### config.mk
export PLATFORM = sky130hd
export DESIGN_NAME = sdlc_frame_status_fifo
export DESIGN_NICKNAME = d
export VERILOG_FILES = /design/src/rtl/sfifo_pkg.sv /design/src/rtl/sdlc_frame_status_fifo.sv
export VERILOG_INCLUDE_DIRS = /design/src /design/src/rtl
export SDC_FILE = /design/constraint.sdc
export NUM_CORES = 1
export LEC_CHECK = 0
export ABC_CLOCK_PERIOD_IN_PS = 2690
export BUFFER_PORTS_ARGS = -buffer_cell sky130_fd_sc_hd__buf_2
export CORE_MARGIN = 2
export CORE_UTILIZATION = 30
export CTS_CLUSTER_SIZE = 28
export DETAILED_ROUTE_END_ITERATION = 7
export GPL_TIMING_DRIVEN = 0
export PLACE_DENSITY = 0.44
export SYNTH_ARGS = -nofsm -noshare
export SYNTH_HDL_FRONTEND = slang
export SYNTH_SLANG_ARGS = --single-unit
### constraint.sdc
create_clock -name CLK -period 2.69 [get_ports CLK]
set_input_delay 0.4035 -clock CLK [delete_from_list [all_inputs] [get_ports CLK]]
set_output_delay 0.4035 -clock CLK [all_outputs]
set_load 0.02 [all_outputs]
### src/rtl/sfifo_defs.svh
// Register indices, field positions, reset values and queue geometry of the status queue.
`ifndef SFIFO_DEFS_SVH
`define SFIFO_DEFS_SVH

// Register indices reached through the pointer.
`define REG_MAIN       4'h0
`define REG_RXST       4'h1
`define REG_CNT_LO     4'h6
`define REG_CNT_HI     4'h7
`define REG_DATA       4'h8
`define REG_EXT        4'hF

// Field positions.
`define EXT_QEN_BIT    2
`define MODE_D3_BIT    3
`define MODE_D4_BIT    4
`define HI_AVAIL_BIT   6
`define HI_OVF_BIT     7

// Reset values of the writable registers.
`define EXT_CTRL_RST   8'h00
`define INT_MODE_RST   8'h00

// Queue geometry.
`define STATUS_DEPTH   10
`define COUNT_W        14

`endif

### src/rtl/sfifo_pkg.sv
// Types shared by the frame status queue.
package sfifo_pkg;

    // One queued frame: residue, overrun, CRC error and byte count.
    typedef struct packed {
        logic [2:0]          residue;
        logic                overrun;
        logic                crc_err;
        logic [13:0]         count;
    } entry_t;

    // Command field held in bits D5..D3 of the command pointer register.
    typedef enum logic [2:0] {
        CMD_NULL       = 3'h0,
        CMD_POINT_HIGH = 3'h1,
        CMD_ERR_RESET  = 3'h6,
        CMD_IUS_RESET  = 3'h7
    } cmd_t;

endpackage

### src/rtl/sdlc_frame_status_fifo.sv
// Frame status queue of an SDLC receiver with its pointer-addressed register port.
`timescale 1ns/1ps
`include "sfifo_defs.svh"

module sdlc_frame_status_fifo
    import sfifo_pkg::*;
#(
    parameter int DEPTH = `STATUS_DEPTH
) (
    // Clock and reset.
    input  wire logic       CLK,
    input  wire logic       RSTN,
    // Parallel register bus.
    input  wire logic       BUS_RD,
    input  wire logic       BUS_WR,
    input  wire logic       BUS_DC,
    input  wire logic [7:0] BUS_DIN,
    output logic      [7:0] BUS_DOUT,
    output logic            BUS_DOE_N,
    // Receiver datapath.
    input  wire logic       SDLC_MODE,
    input  wire logic       RX_CHAR,
    input  wire logic       RX_FRAME_END,
    input  wire logic       RX_ABORT,
    input  wire logic [2:0] RX_RESIDUE,
    input  wire logic       RX_OVERRUN,
    input  wire logic       RX_CRC_ERR,
    input  wire logic       RX_ALL_SENT,
    input  wire logic       RX_PARITY,
    input  wire logic       RX_EOF_LIVE,
    input  wire logic [7:0] MAIN_STATUS,
    input  wire logic [7:0] RX_DATA,
    input  wire logic       RX_TOP_EOF,
    input  wire logic       RX_TOP_ERR,
    // Receiver control and interrupt requests.
    output logic            RX_DATA_POP,
    output logic            CRC_RESET,
    output logic            RX_LOCK,
    output logic            RX_DATA_INT,
    output logic            SPECIAL_INT,
    output logic            IUS_RESET
);

    localparam int PW = $clog2(DEPTH);
    localparam int LW = $clog2(DEPTH + 1);

    // Whole state of the block.
    typedef struct packed {
        entry_t [DEPTH-1:0]  mem;       // Queue storage.
        logic [PW-1:0]       wp;        // Write index.
        logic [PW-1:0]       rp;        // Read index.
        logic [LW-1:0]       level;     // Entries held.
        logic                ovf;       // Sticky overflow flag.
        logic                armed;     // Upper count read seen with data available.
        logic [3:0]          ptr;       // Register pointer.
        logic [7:0]          int_mode;  // Interrupt mode control.
        logic [7:0]          ext_ctrl;  // Extended feature control.
        logic [13:0]         bcount;    // Running byte count.
        logic [7:0]          dout;      // Read data.
        logic                doe_n;     // Read data drive enable, low drives.
        logic                pop;       // Receive data FIFO pop pulse.
        logic                crc_rst;   // CRC checker reset pulse.
        logic                lock;      // Receive data FIFO locked.
        logic                dint;      // Receive data interrupt pulse.
        logic                sint;      // Special condition interrupt level.
        logic                interrupt_under_service;       // Reset highest under-service pulse.
        logic                top_eof;   // Previous top-of-FIFO EOF marker.
    } state_t;

    state_t s_q;                        // Registered state.
    state_t s_d;                        // Next state.

    logic        en;                    // Queue active.
    logic        nonempty;              // Queue holds data.
    logic        full;                  // Queue holds DEPTH entries.
    logic        push;                  // Frame end or abort this cycle.
    logic        special_only;          // Special-condition-only receive interrupts.
    logic [3:0]  idx;                   // Register addressed this access.
    logic [3:0]  eff;                   // Register after mirroring.
    entry_t      head;                  // Oldest queued entry.

    // Wraps a queue index after the last entry.
    function automatic logic [PW-1:0] wrap_inc(input logic [PW-1:0] p);
        wrap_inc = (p == PW'(DEPTH - 1)) ? '0 : p + PW'(1);
    endfunction

    ////////////////////////////////////////////////////////////////////////////////////////
    // Decode helpers.

    assign en           = s_q.ext_ctrl[`EXT_QEN_BIT] & SDLC_MODE;
    assign nonempty     = (s_q.level != '0);
    assign full         = (s_q.level == LW'(DEPTH));
    assign push         = RX_FRAME_END | RX_ABORT;
    assign special_only = s_q.int_mode[`MODE_D4_BIT] & s_q.int_mode[`MODE_D3_BIT];
    assign head         = s_q.mem[s_q.rp];
    assign idx          = BUS_DC ? `REG_DATA : s_q.ptr;
    assign eff          = (!en && idx[3:2] == 2'h1) ? {2'h0, idx[1:0]} : idx;

    ////////////////////////////////////////////////////////////////////////////////////////
    // Next state.

    // Computes all register updates for one clock.
    always_comb begin
        logic [7:0] live_st;
        logic [7:0] head_st;
        logic [7:0] rv;
        logic       from_q;
        logic       pop_q;
        logic       push_ok;
        live_st = {RX_EOF_LIVE, RX_CRC_ERR, RX_OVERRUN, RX_PARITY, RX_RESIDUE, RX_ALL_SENT};
        // only residue, overrun and CRC come from the entry
        head_st = {RX_EOF_LIVE, head.crc_err, head.overrun, RX_PARITY, head.residue,
                   RX_ALL_SENT};
        from_q  = en & nonempty;
        pop_q   = 1'b0;
        push_ok = 1'b0;
        rv      = 8'h00;
        s_d         = s_q;
        s_d.pop     = 1'b0;
        s_d.crc_rst = 1'b0;
        s_d.dint    = 1'b0;
        s_d.interrupt_under_service     = 1'b0;
        s_d.doe_n   = 1'b1;
        // Read value selection.
        unique case (eff)
            `REG_MAIN: begin
                rv = MAIN_STATUS;
            end
            // head entry while queued; live when empty
            `REG_RXST: begin
                rv = from_q ? head_st : live_st;
            end
            `REG_CNT_LO: begin
                rv = from_q ? head.count[7:0] : s_q.bcount[7:0];
            end
            // availability in D6; upper bits and flags
            `REG_CNT_HI: begin
                rv = {s_q.ovf, nonempty, from_q ? head.count[13:8] : s_q.bcount[13:8]};
            end
            `REG_DATA: begin
                rv = RX_DATA;
            end
            `REG_EXT: begin
                rv = {s_q.ext_ctrl[7:3], en, s_q.ext_ctrl[1:0]};
            end
            default: begin
                rv = 8'h00;
            end
        endcase
        // Read access.
        if (BUS_RD) begin
            s_d.dout  = rv;
            s_d.doe_n = 1'b0;
            // pointer clears after a control access
            if (!BUS_DC) begin
                s_d.ptr = 4'h0;
            end
            if (eff == `REG_CNT_HI && en) begin
                // latch availability for the status read
                s_d.armed = nonempty;
            end else if (eff == `REG_RXST && en) begin
                // one pop per upper count read; never when empty
                pop_q     = s_q.armed & from_q;
                s_d.armed = 1'b0;
            end else if (eff == `REG_DATA && !s_q.lock) begin
                s_d.pop = 1'b1;
                // errored character locks the data FIFO
                if (RX_TOP_ERR) begin
                    s_d.lock = 1'b1;
                    s_d.sint = 1'b1;
                // EOF only locks when anti-lock is off
                end else if (RX_TOP_EOF && special_only && !en) begin
                    s_d.lock = 1'b1;
                    s_d.sint = 1'b1;
                end
            end
        end
        // Write access.
        if (BUS_WR && !BUS_DC) begin
            if (s_q.ptr == 4'h0) begin
                s_d.ptr = {BUS_DIN[5:3] == CMD_POINT_HIGH, BUS_DIN[2:0]};
                if (BUS_DIN[5:3] == CMD_ERR_RESET) begin
                    s_d.lock = 1'b0;
                    s_d.sint = 1'b0;
                end
                s_d.interrupt_under_service = (BUS_DIN[5:3] == CMD_IUS_RESET);
            end else begin
                if (s_q.ptr == 4'h1) begin
                    s_d.int_mode = BUS_DIN;
                end else if (s_q.ptr == `REG_EXT) begin
                    s_d.ext_ctrl = BUS_DIN;
                end
                // pointer clears after the pointed write
                s_d.ptr = 4'h0;
            end
        end
        // anti-lock raises data interrupt on EOF reaching top
        s_d.top_eof = RX_TOP_EOF;
        if (en && special_only && RX_TOP_EOF && !s_q.top_eof) begin
            s_d.dint = 1'b1;
        end
        // frame end; abort; CRC reset and count restart
        if (push) begin
            s_d.bcount  = 14'h0000;
            s_d.crc_rst = 1'b1;
        end else if (RX_CHAR) begin
            s_d.bcount = s_q.bcount + 14'h0001;
        end
        if (push && en) begin
            // a frame end or abort into a full queue overflows unless an entry pops that cycle
            if (full && !pop_q) begin
                s_d.ovf = 1'b1;
            end else begin
                push_ok = 1'b1;
                s_d.mem[s_q.wp] = '{residue: RX_RESIDUE, overrun: RX_OVERRUN,
                                    crc_err: RX_CRC_ERR, count: s_q.bcount};
                s_d.wp = wrap_inc(s_q.wp);
            end
        end
        if (pop_q) begin
            s_d.rp = wrap_inc(s_q.rp);
        end
        s_d.level = s_q.level + LW'(push_ok) - LW'(pop_q);
        // pointers held clear while disabled; overflow clears on disable
        if (!en) begin
            s_d.wp    = '0;
            s_d.rp    = '0;
            s_d.level = '0;
            s_d.ovf   = 1'b0;
            s_d.armed = 1'b0;
        end
    end

    ////////////////////////////////////////////////////////////////////////////////////////
    // State register.

    // reset clears the enable bit and all control state.
    always_ff @(posedge CLK or negedge RSTN) begin
        if (!RSTN) begin
            s_q          <= '0;
            s_q.doe_n    <= 1'b1;
            s_q.ext_ctrl <= `EXT_CTRL_RST;
            s_q.int_mode <= `INT_MODE_RST;
        end else begin
            s_q <= s_d;
        end
    end

    // Outputs straight from the state register.
    assign BUS_DOUT    = s_q.dout;
    assign BUS_DOE_N   = s_q.doe_n;
    assign RX_DATA_POP = s_q.pop;
    assign CRC_RESET   = s_q.crc_rst;
    assign RX_LOCK     = s_q.lock;
    assign RX_DATA_INT = s_q.dint;
    assign SPECIAL_INT = s_q.sint;
    assign IUS_RESET   = s_q.interrupt_under_service;

    ////////////////////////////////////////////////////////////////////////////////////////
    // Checks.

    status_guard_a: assert property (@(posedge CLK) disable iff (!RSTN)
        (BUS_RD && !BUS_DC && s_q.ptr == `REG_RXST && !s_q.armed && en) |=> $stable(s_q.rp))
        else $error("status read without armed flag popped an entry");

    enable_readback_a: assert property (@(posedge CLK) disable iff (!RSTN)
        (BUS_RD && !BUS_DC && s_q.ptr == `REG_EXT) |=> (BUS_DOUT[2] == $past(en)))
        else $error("enable readback wrong");

    avail_flag_a: assert property (@(posedge CLK) disable iff (!RSTN)
        (BUS_RD && !BUS_DC && s_q.ptr == `REG_CNT_HI && en)
        |=> (BUS_DOUT[6] == ($past(s_q.level) != '0)))
        else $error("availability flag wrong");

    overflow_set_a: assert property (@(posedge CLK) disable iff (!RSTN)
        (en && full && push && !BUS_RD) |=> s_q.ovf)
        else $error("overflow not flagged");

    overflow_hold_a: assert property (@(posedge CLK) disable iff (!RSTN)
        (s_q.ovf && en) |=> s_q.ovf)
        else $error("overflow flag cleared while enabled");

    queue_clear_a: assert property (@(posedge CLK) disable iff (!RSTN)
        !en |=> (s_q.level == '0 && s_q.wp == '0))
        else $error("queue not cleared while disabled");

    pointer_clear_a: assert property (@(posedge CLK) disable iff (!RSTN)
        ((BUS_RD || BUS_WR) && !BUS_DC && s_q.ptr != 4'h0) |=> (s_q.ptr == 4'h0))
        else $error("pointer not cleared");

    crc_restart_a: assert property (@(posedge CLK) disable iff (!RSTN)
        push |=> (CRC_RESET && s_q.bcount == 14'h0000))
        else $error("no CRC reset or counter restart at frame end");

    no_underflow_a: assert property (@(posedge CLK) disable iff (!RSTN)
        (en && s_q.level == '0) |=> $stable(s_q.rp))
        else $error("empty queue popped");

    lock_hold_a: assert property (@(posedge CLK) disable iff (!RSTN)
        (s_q.lock && !(BUS_WR && !BUS_DC && s_q.ptr == 4'h0)) |=> (RX_LOCK && !RX_DATA_POP))
        else $error("lock released without error reset");

endmodule

==> results.sh, run 1 <==
export IMPL_setup_viol=1
export IMPL_area_delta_synth_final_pct=21.3
export IMPL_syn_num_nets=977
export IMPL_critPathCaptureType="register"
export IMPL_setup_ws_ns=-0.0411
export IMPL_cpLargestDelayFamily="adder cells"
export IMPL_antenna_found_initial=3
export IMPL_synth_largest_area_cell="dfrtp_1"
export IMPL_pin_count=58
export IMPL_netlist_area_leader_share_pct=49.9
export IMPL_peakVddDrop_uv=314
export IMPL_slew_headroom_pct=31.6
export IMPL_floorplan_initialDensity_pct=30.4
export IMPL_io_buffers=56
export IMPL_area_sequential_sq_um=6210
export IMPL_max_freq_ghz=0.366
export IMPL_nets=1101
export IMPL_ys_flop_type="dfrtp_1"
export IMPL_min_path_type="input pin to register"
export IMPL_wl_per_cell_um=23.5
export IMPL_netlist_instances=924
export IMPL_synth_cell_type_count=81
export IMPL_tightest_slew_ns=1.02
export IMPL_maxCapViolations=0
export IMPL_crit_path_cell_trace="inv_2 > ha_4 > or3b_4 > and2_4 > a31oi_4 > buf_6 > or3_4 > ha_4 > inv_2 > ha_4 > fa_2 > and3_2"
export IMPL_cts_buffers=30
export IMPL_clock_path_buffers=3
export IMPL_rsz0062_at_grt="yes"
export IMPL_grt_usage_pct=17.7
export IMPL_drt_total_wl_um=37700
export IMPL_criticalPathCategory="register to register"
export IMPL_whs_ns=0.0626
export IMPL_hold_viol=0
export IMPL_crit_required_ns=3.19
export IMPL_cpMostUsedCell="ha_4"
export IMPL_async_flop_share_pct=100
export IMPL_syn_area_sq_um=12400
export IMPL_pre_cts_ws_ns=-1.09
export IMPL_drcViolationCount=0
export IMPL_cts_sinks=248
export IMPL_cts_tree="done"
export IMPL_n_fill_cell=3982
export IMPL_synth_edf_count=0
export IMPL_grt_max_degree=110
export IMPL_total_power_uw=8540
export IMPL_crit_path_start_kind="register"
export IMPL_ant_nets=0
export IMPL_die_y_um=207
export IMPL_h_tree_depth=1
export IMPL_drv_slew=0
export IMPL_die_w_um=207
export IMPL_setup_tns_ns=-0.0411
export IMPL_violations="negative setup slack"
export IMPL_synthTopCellsByArea="dfrtp_1, mux2_2, mux4_2"
export IMPL_max_stage_delay_ns=0.50
export IMPL_dr_pass1_iters=5
export IMPL_place_hpwl_um=25500
export IMPL_clock_skew_final_ns=0.0309
export IMPL_multiInputGateArea_sq_um=5850
export IMPL_die_area_sq_um=42900
export IMPL_syn_avg_cell_area_sq_um=13.4
export IMPL_clk_latency_ns=0.59
export IMPL_cts_root_buf="clkbuf_16"
export IMPL_routabilityCongestion=0.852
export IMPL_cp_num_buf_inv=3
export IMPL_min_period_ns=2.73
export IMPL_gr_total_overflow=0
export IMPL_grt_pass1_vias=8736
export IMPL_drive_gt1_share_pct=45.5
export IMPL_drt_iter0_drc=682
export IMPL_synth_seq_cells=248
export IMPL_cp_max_fo=4
export IMPL_seq_area_frac_synth_pct=50.1
export IMPL_cpMaxStageDelayCell="fa_2"
export IMPL_power_density_nw_per_um2=569
export IMPL_avgViaCountPerCell=5.12
export IMPL_outcome="complete, but fails checks"
export IMPL_num_vias=8219
export IMPL_synth_warning_count=0
export IMPL_finalCritPeriodShare_pct=102
export IMPL_rows=74
export IMPL_clk_pin_slew_ns=0.06
export IMPL_leakagePower_uw=0.00666
export IMPL_cp_arrival_ns=3.24
export IMPL_core_area_sq_um=40700
export IMPL_grt_pass1_wl_um=57800
per-layer routing:
| layer | vias up | track usage, % | wire, um |
|---|---|---|---|
| met3 | 57 | 2.37 | 1560 |
| met5 | - | 0 | 0 |
| met4 | 0 | 4.19 | 748 |
| met2 | 214 | 27.9 | 17100 |
| met1 | 4272 | 25.8 | 18300 |
| li1 | 3676 | - | - |
placed cells by master (no fill, tap or decap), drive strengths merged, types with 4 or more instances in the layout:
cell / synthesis / final
nand3: 16 / 16
buf: 38 / 127
o221ai: 6 / 6
mux2i: 43 / 43
nor2b: 9 / 9
a22o: 4 / 4
nor2: 31 / 31
nor3b: 4 / 4
nor3: 20 / 20
nor4: 7 / 7
and3: 9 / 9
xnor2: 7 / 7
o31ai: 6 / 6
o22ai: 6 / 6
clkbuf: 38 / 75
o211ai: 5 / 5
o21ai: 19 / 19
a31oi: 6 / 6
nand2: 34 / 34
nand4: 7 / 7
or3: 10 / 10
clkinv: 2 / 17
a21oi: 15 / 15
xor2: 6 / 6
dfrtp: 247 / 247
nand2b: 4 / 4
mux4: 32 / 32
inv: 13 / 13
nor4b: 5 / 5
ha: 9 / 9
mux2: 205 / 205
repair_timing:
item / CTS / global route
buffers inserted: 27 / 7
hold buffers: 2 / 0
pin swaps: 14 / 7
endpoints found under the setup margin: 180 / 69
resized for setup: 46 / 22
endpoints found under the hold margin: 33 / 0
per-stage QoR:
stage	std cells	util (%)	area, sq um
2_1_floorplan	924	-	12400
3_3_place_gp	1512	32.8	13400
3_5_place_dp	1514	33.0	13400
4_1_cts	1598	36.5	14900
5_1_grt	1604	36.9	15000
6_report	1605	36.9	15000
cells in the mapped netlist (10+ instances only):
cell	n
dfrtp_1	247
mux2_2	175
mux2i_1	43
clkbuf_1	36
nand2_1	34
mux4_2	32
nor2_1	31
mux2_4	30
o21ai_0	19
nor3_1	17
nand3_1	16
a21oi_1	15
buf_4	14
inv_1	13
buf_2	10
or3_1	10
layout make-up:
class / count / area share [%]
buffer: 74 / 3.47
sequential: 248 / 41.3
clock buffer: 36 / 5.35
multi-input combinational: 585 / 39.0
antenna: 1 / 0.0167
inverter: 15 / 0.383
timing repair buffer: 94 / 4.63
tap: 532 / 4.43
clock inverter: 20 / 1.39
cell families after synthesis:
family / count (synthesis) / synth area share (%)
AO/OA/AOI/OAI: 108 / 6.58
XOR/XNOR: 13 / 0.920
adder cells (fa/ha/maj): 10 / 1.07
buffers and inverters: 91 / 4.14
flip-flops: 248 / 50.1
multiplexers: 280 / 28.9
AND/OR/NAND/NOR: 174 / 8.29
power by group:
part | leakage [uW] | internal, uW | switching (uW)
combinational | 0.00272 | 210 | 361
sequential | 0.00343 | 3800 | 41.5
clock | 0.000504 | 2430 | 1710
state kept, by name, summed over array words and instances (netlist names):
name,flops
SPECIAL_INT,1
RX_LOCK,1
BUS_DOE_N,1
BUS_DOUT,8
RX_DATA_POP,1
s_q,233
RX_DATA_INT,1
CRC_RESET,1
IUS_RESET,1
path summary, 6_finish.rpt:
kind,from,to,slack [ns],depth (start not counted)
max in group asynchronous,RSTN,s_q[62],1.45,3
worst max-delay path,s_q[55],s_q[53],-0.04,12
worst max register to register,s_q[55],s_q[53],-0.04,12
worst min-delay path,BUS_DIN[4],s_q[49],0.06,2
worst min register to register,s_q[0],RX_DATA_INT,0.41,1
min in group asynchronous,RSTN,s_q[24],0.30,2
Note: power is estimated with default switching activity, not from simulation.
==> run 2, diff against run 1 <==
--- a/config.mk
+++ b/config.mk
@@ -10,6 +10,7 @@
 export BUFFER_PORTS_ARGS = -buffer_cell sky130_fd_sc_hd__buf_2
 export CORE_MARGIN = 2
 export CORE_UTILIZATION = 30
+export CTS_BUF_LIST = sky130_fd_sc_hd__clkbuf_16
 export CTS_CLUSTER_SIZE = 28
 export DETAILED_ROUTE_END_ITERATION = 7
 export GPL_TIMING_DRIVEN = 0
==> run 2 against run 1 <==
  * Critical path type unchanged
  * Clock power fell by 2%
  * Maximum frequency barely moved
  * Highest routed layer unchanged
  * Core utilization fell by 0.074 points
  * Largest cell class unchanged
  * The flow still finishes with violations (negative setup slack)
  * Largest power group unchanged
  * Cell area fell by 0.20%
  * Critical endpoint unchanged
==> results.sh, run 2 (synthesis results as in run 1) <==
export IMPL_outcome="complete, but fails checks"
export IMPL_violations="negative setup slack"
export IMPL_finalCritPeriodShare_pct=101
export IMPL_core_area_sq_um=40700
export IMPL_whs_ns=0.0624
export IMPL_pre_cts_ws_ns=-1.09
export IMPL_final_cell_mix="dfrtp_1, mux2_2, buf_2, buf_4"
export IMPL_antenna_found_initial=3
export IMPL_setup_ws_ns=-0.0402
export IMPL_num_vias=8242
export IMPL_nets=1101
export IMPL_top_register="s_q"
export IMPL_dr_pass1_iters=5
export IMPL_drt_iter0_drc=714
export IMPL_grt_pass1_vias=8743
export IMPL_drive_gt1_share_pct=45.2
export IMPL_die_area_sq_um=42900
export IMPL_drcViolationCount=0
export IMPL_setup_tns_ns=-0.0402
export IMPL_crit_required_ns=3.20
export IMPL_die_y_um=207
export IMPL_grt_max_degree=110
export IMPL_avgViaCountPerCell=5.14
export IMPL_drt_total_wl_um=37800
export IMPL_maxCapViolations=0
export IMPL_n_fill_cell=3986
export IMPL_setup_viol=1
export IMPL_routabilityCongestion=0.852
export IMPL_grt_pass1_wl_um=57800
export IMPL_cp_arrival_ns=3.24
export IMPL_hold_viol=0
export IMPL_grt_usage_pct=17.7
export IMPL_area_sequential_sq_um=6210
export IMPL_clock_path_buffers=3
export IMPL_cts_tree="done"
export IMPL_power_density_nw_per_um2=564
export IMPL_criticalPathCategory="register to register"
export IMPL_cts_sinks=248
export IMPL_rsz0062_at_grt="yes"
export IMPL_clock_skew_final_ns=0.0311
export IMPL_floorplan_initialDensity_pct=30.4
export IMPL_io_buffers=56
export IMPL_cts_root_buf="clkbuf_16"
export IMPL_multiInputGateArea_sq_um=5850
export IMPL_gr_total_overflow=0
export IMPL_wl_per_cell_um=23.5
export IMPL_cts_buffers=30
export IMPL_die_w_um=207
export IMPL_rows=74
export IMPL_leakagePower_uw=0.00665
export IMPL_cp_max_fo=4
export IMPL_slew_headroom_pct=31.7
export IMPL_drv_slew=0
export IMPL_critPathCaptureType="register"
export IMPL_pin_count=58
export IMPL_tightest_slew_ns=1.02
export IMPL_min_path_type="input pin to register"
export IMPL_clk_latency_ns=0.59
export IMPL_h_tree_depth=1
export IMPL_min_period_ns=2.73
export IMPL_peakVddDrop_uv=314
export IMPL_ant_nets=0
export IMPL_crit_path_start_kind="register"
export IMPL_largest_reg_flops=233
export IMPL_clk_pin_slew_ns=0.06
export IMPL_final_common_cell="dfrtp_1"
export IMPL_area_delta_synth_final_pct=21.1
export IMPL_max_freq_ghz=0.366
export IMPL_place_hpwl_um=25500
-- run 2: changes by cell type in the layout (fill, tap and decap cells not counted), sizes merged --
cell | before | now
clkbuf | 75 | 69
clkinv | 17 | 20
inv | 13 | 16
-- run 2: per-layer routing --
layer	wire [um]	share of wire (%)	GRT usage (%)
met5	0	0	0
met4	737	2.0	4.19
met3	1400	3.7	2.37
met2	17200	45	28.0
met1	18400	49	25.7
-- run 2: layout make-up --
class	count	area share [%]
Clock inverter	26	1.54
Tap cell	532	4.44
Timing Repair Buffer	94	4.64
Buffer	74	3.47
Inverter	15	0.384
Multi-Input combinational cell	585	39.1
Sequential cell	248	41.4
Clock buffer	30	5.01
Antenna cell	1	0.0167
-- run 2: where the power goes --
part	internal (uW)	switching [uW]
Sequential	3800	41.6
Combinational	210	360
Clock	2330	1710
-- run 2: what timing repair did --
item,CTS,global route
resized for setup,46,22
hold buffers,2,0
endpoints found under the setup margin,180,69
pin swaps,14,7
hold endpoints to repair,33,0
cloned,0,0
setup buffers,27,7
-- run 2: worst paths after layout --
kind | startpoint | endpoint | slack (ns) | depth (start not counted)
worst min register to register | s_q[0] | RX_DATA_INT | 0.41 | 1
worst min-delay path | BUS_DIN[4] | s_q[49] | 0.06 | 2
worst max-delay path | s_q[55] | s_q[53] | -0.04 | 12
min in group asynchronous | RSTN | s_q[21] | 0.30 | 2
worst max register to register | s_q[55] | s_q[53] | -0.04 | 12
max in group asynchronous | RSTN | s_q[67] | 1.45 | 3
-- run 2: stage by stage --
| step | instances | power (uW) | utilization [%] | area [sq um] |
|---|---|---|---|---|
| floorplan | 924 | 4190 | - | 12400 |
| global placement | 1512 | 4450 | 32.8 | 13400 |
| detailed placement | 1514 | 4460 | 33.0 | 13400 |
| CTS | 1598 | 8570 | 36.5 | 14900 |
| global route | 1604 | 8790 | 36.8 | 15000 |
| finish | 1605 | 8450 | 36.8 | 15000 |
-- run 2: critical path, cell delays in order, from the launching register on --
cell,delay (ns)
dfrtp_1,0.36
inv_2,0.05
ha_4,0.14
or3b_4,0.23
and2_4,0.15
a31oi_4,0.13
buf_6,0.16
or3_4,0.33
ha_4,0.27
inv_2,0.03
ha_4,0.15
fa_2,0.50
and3_2,0.15
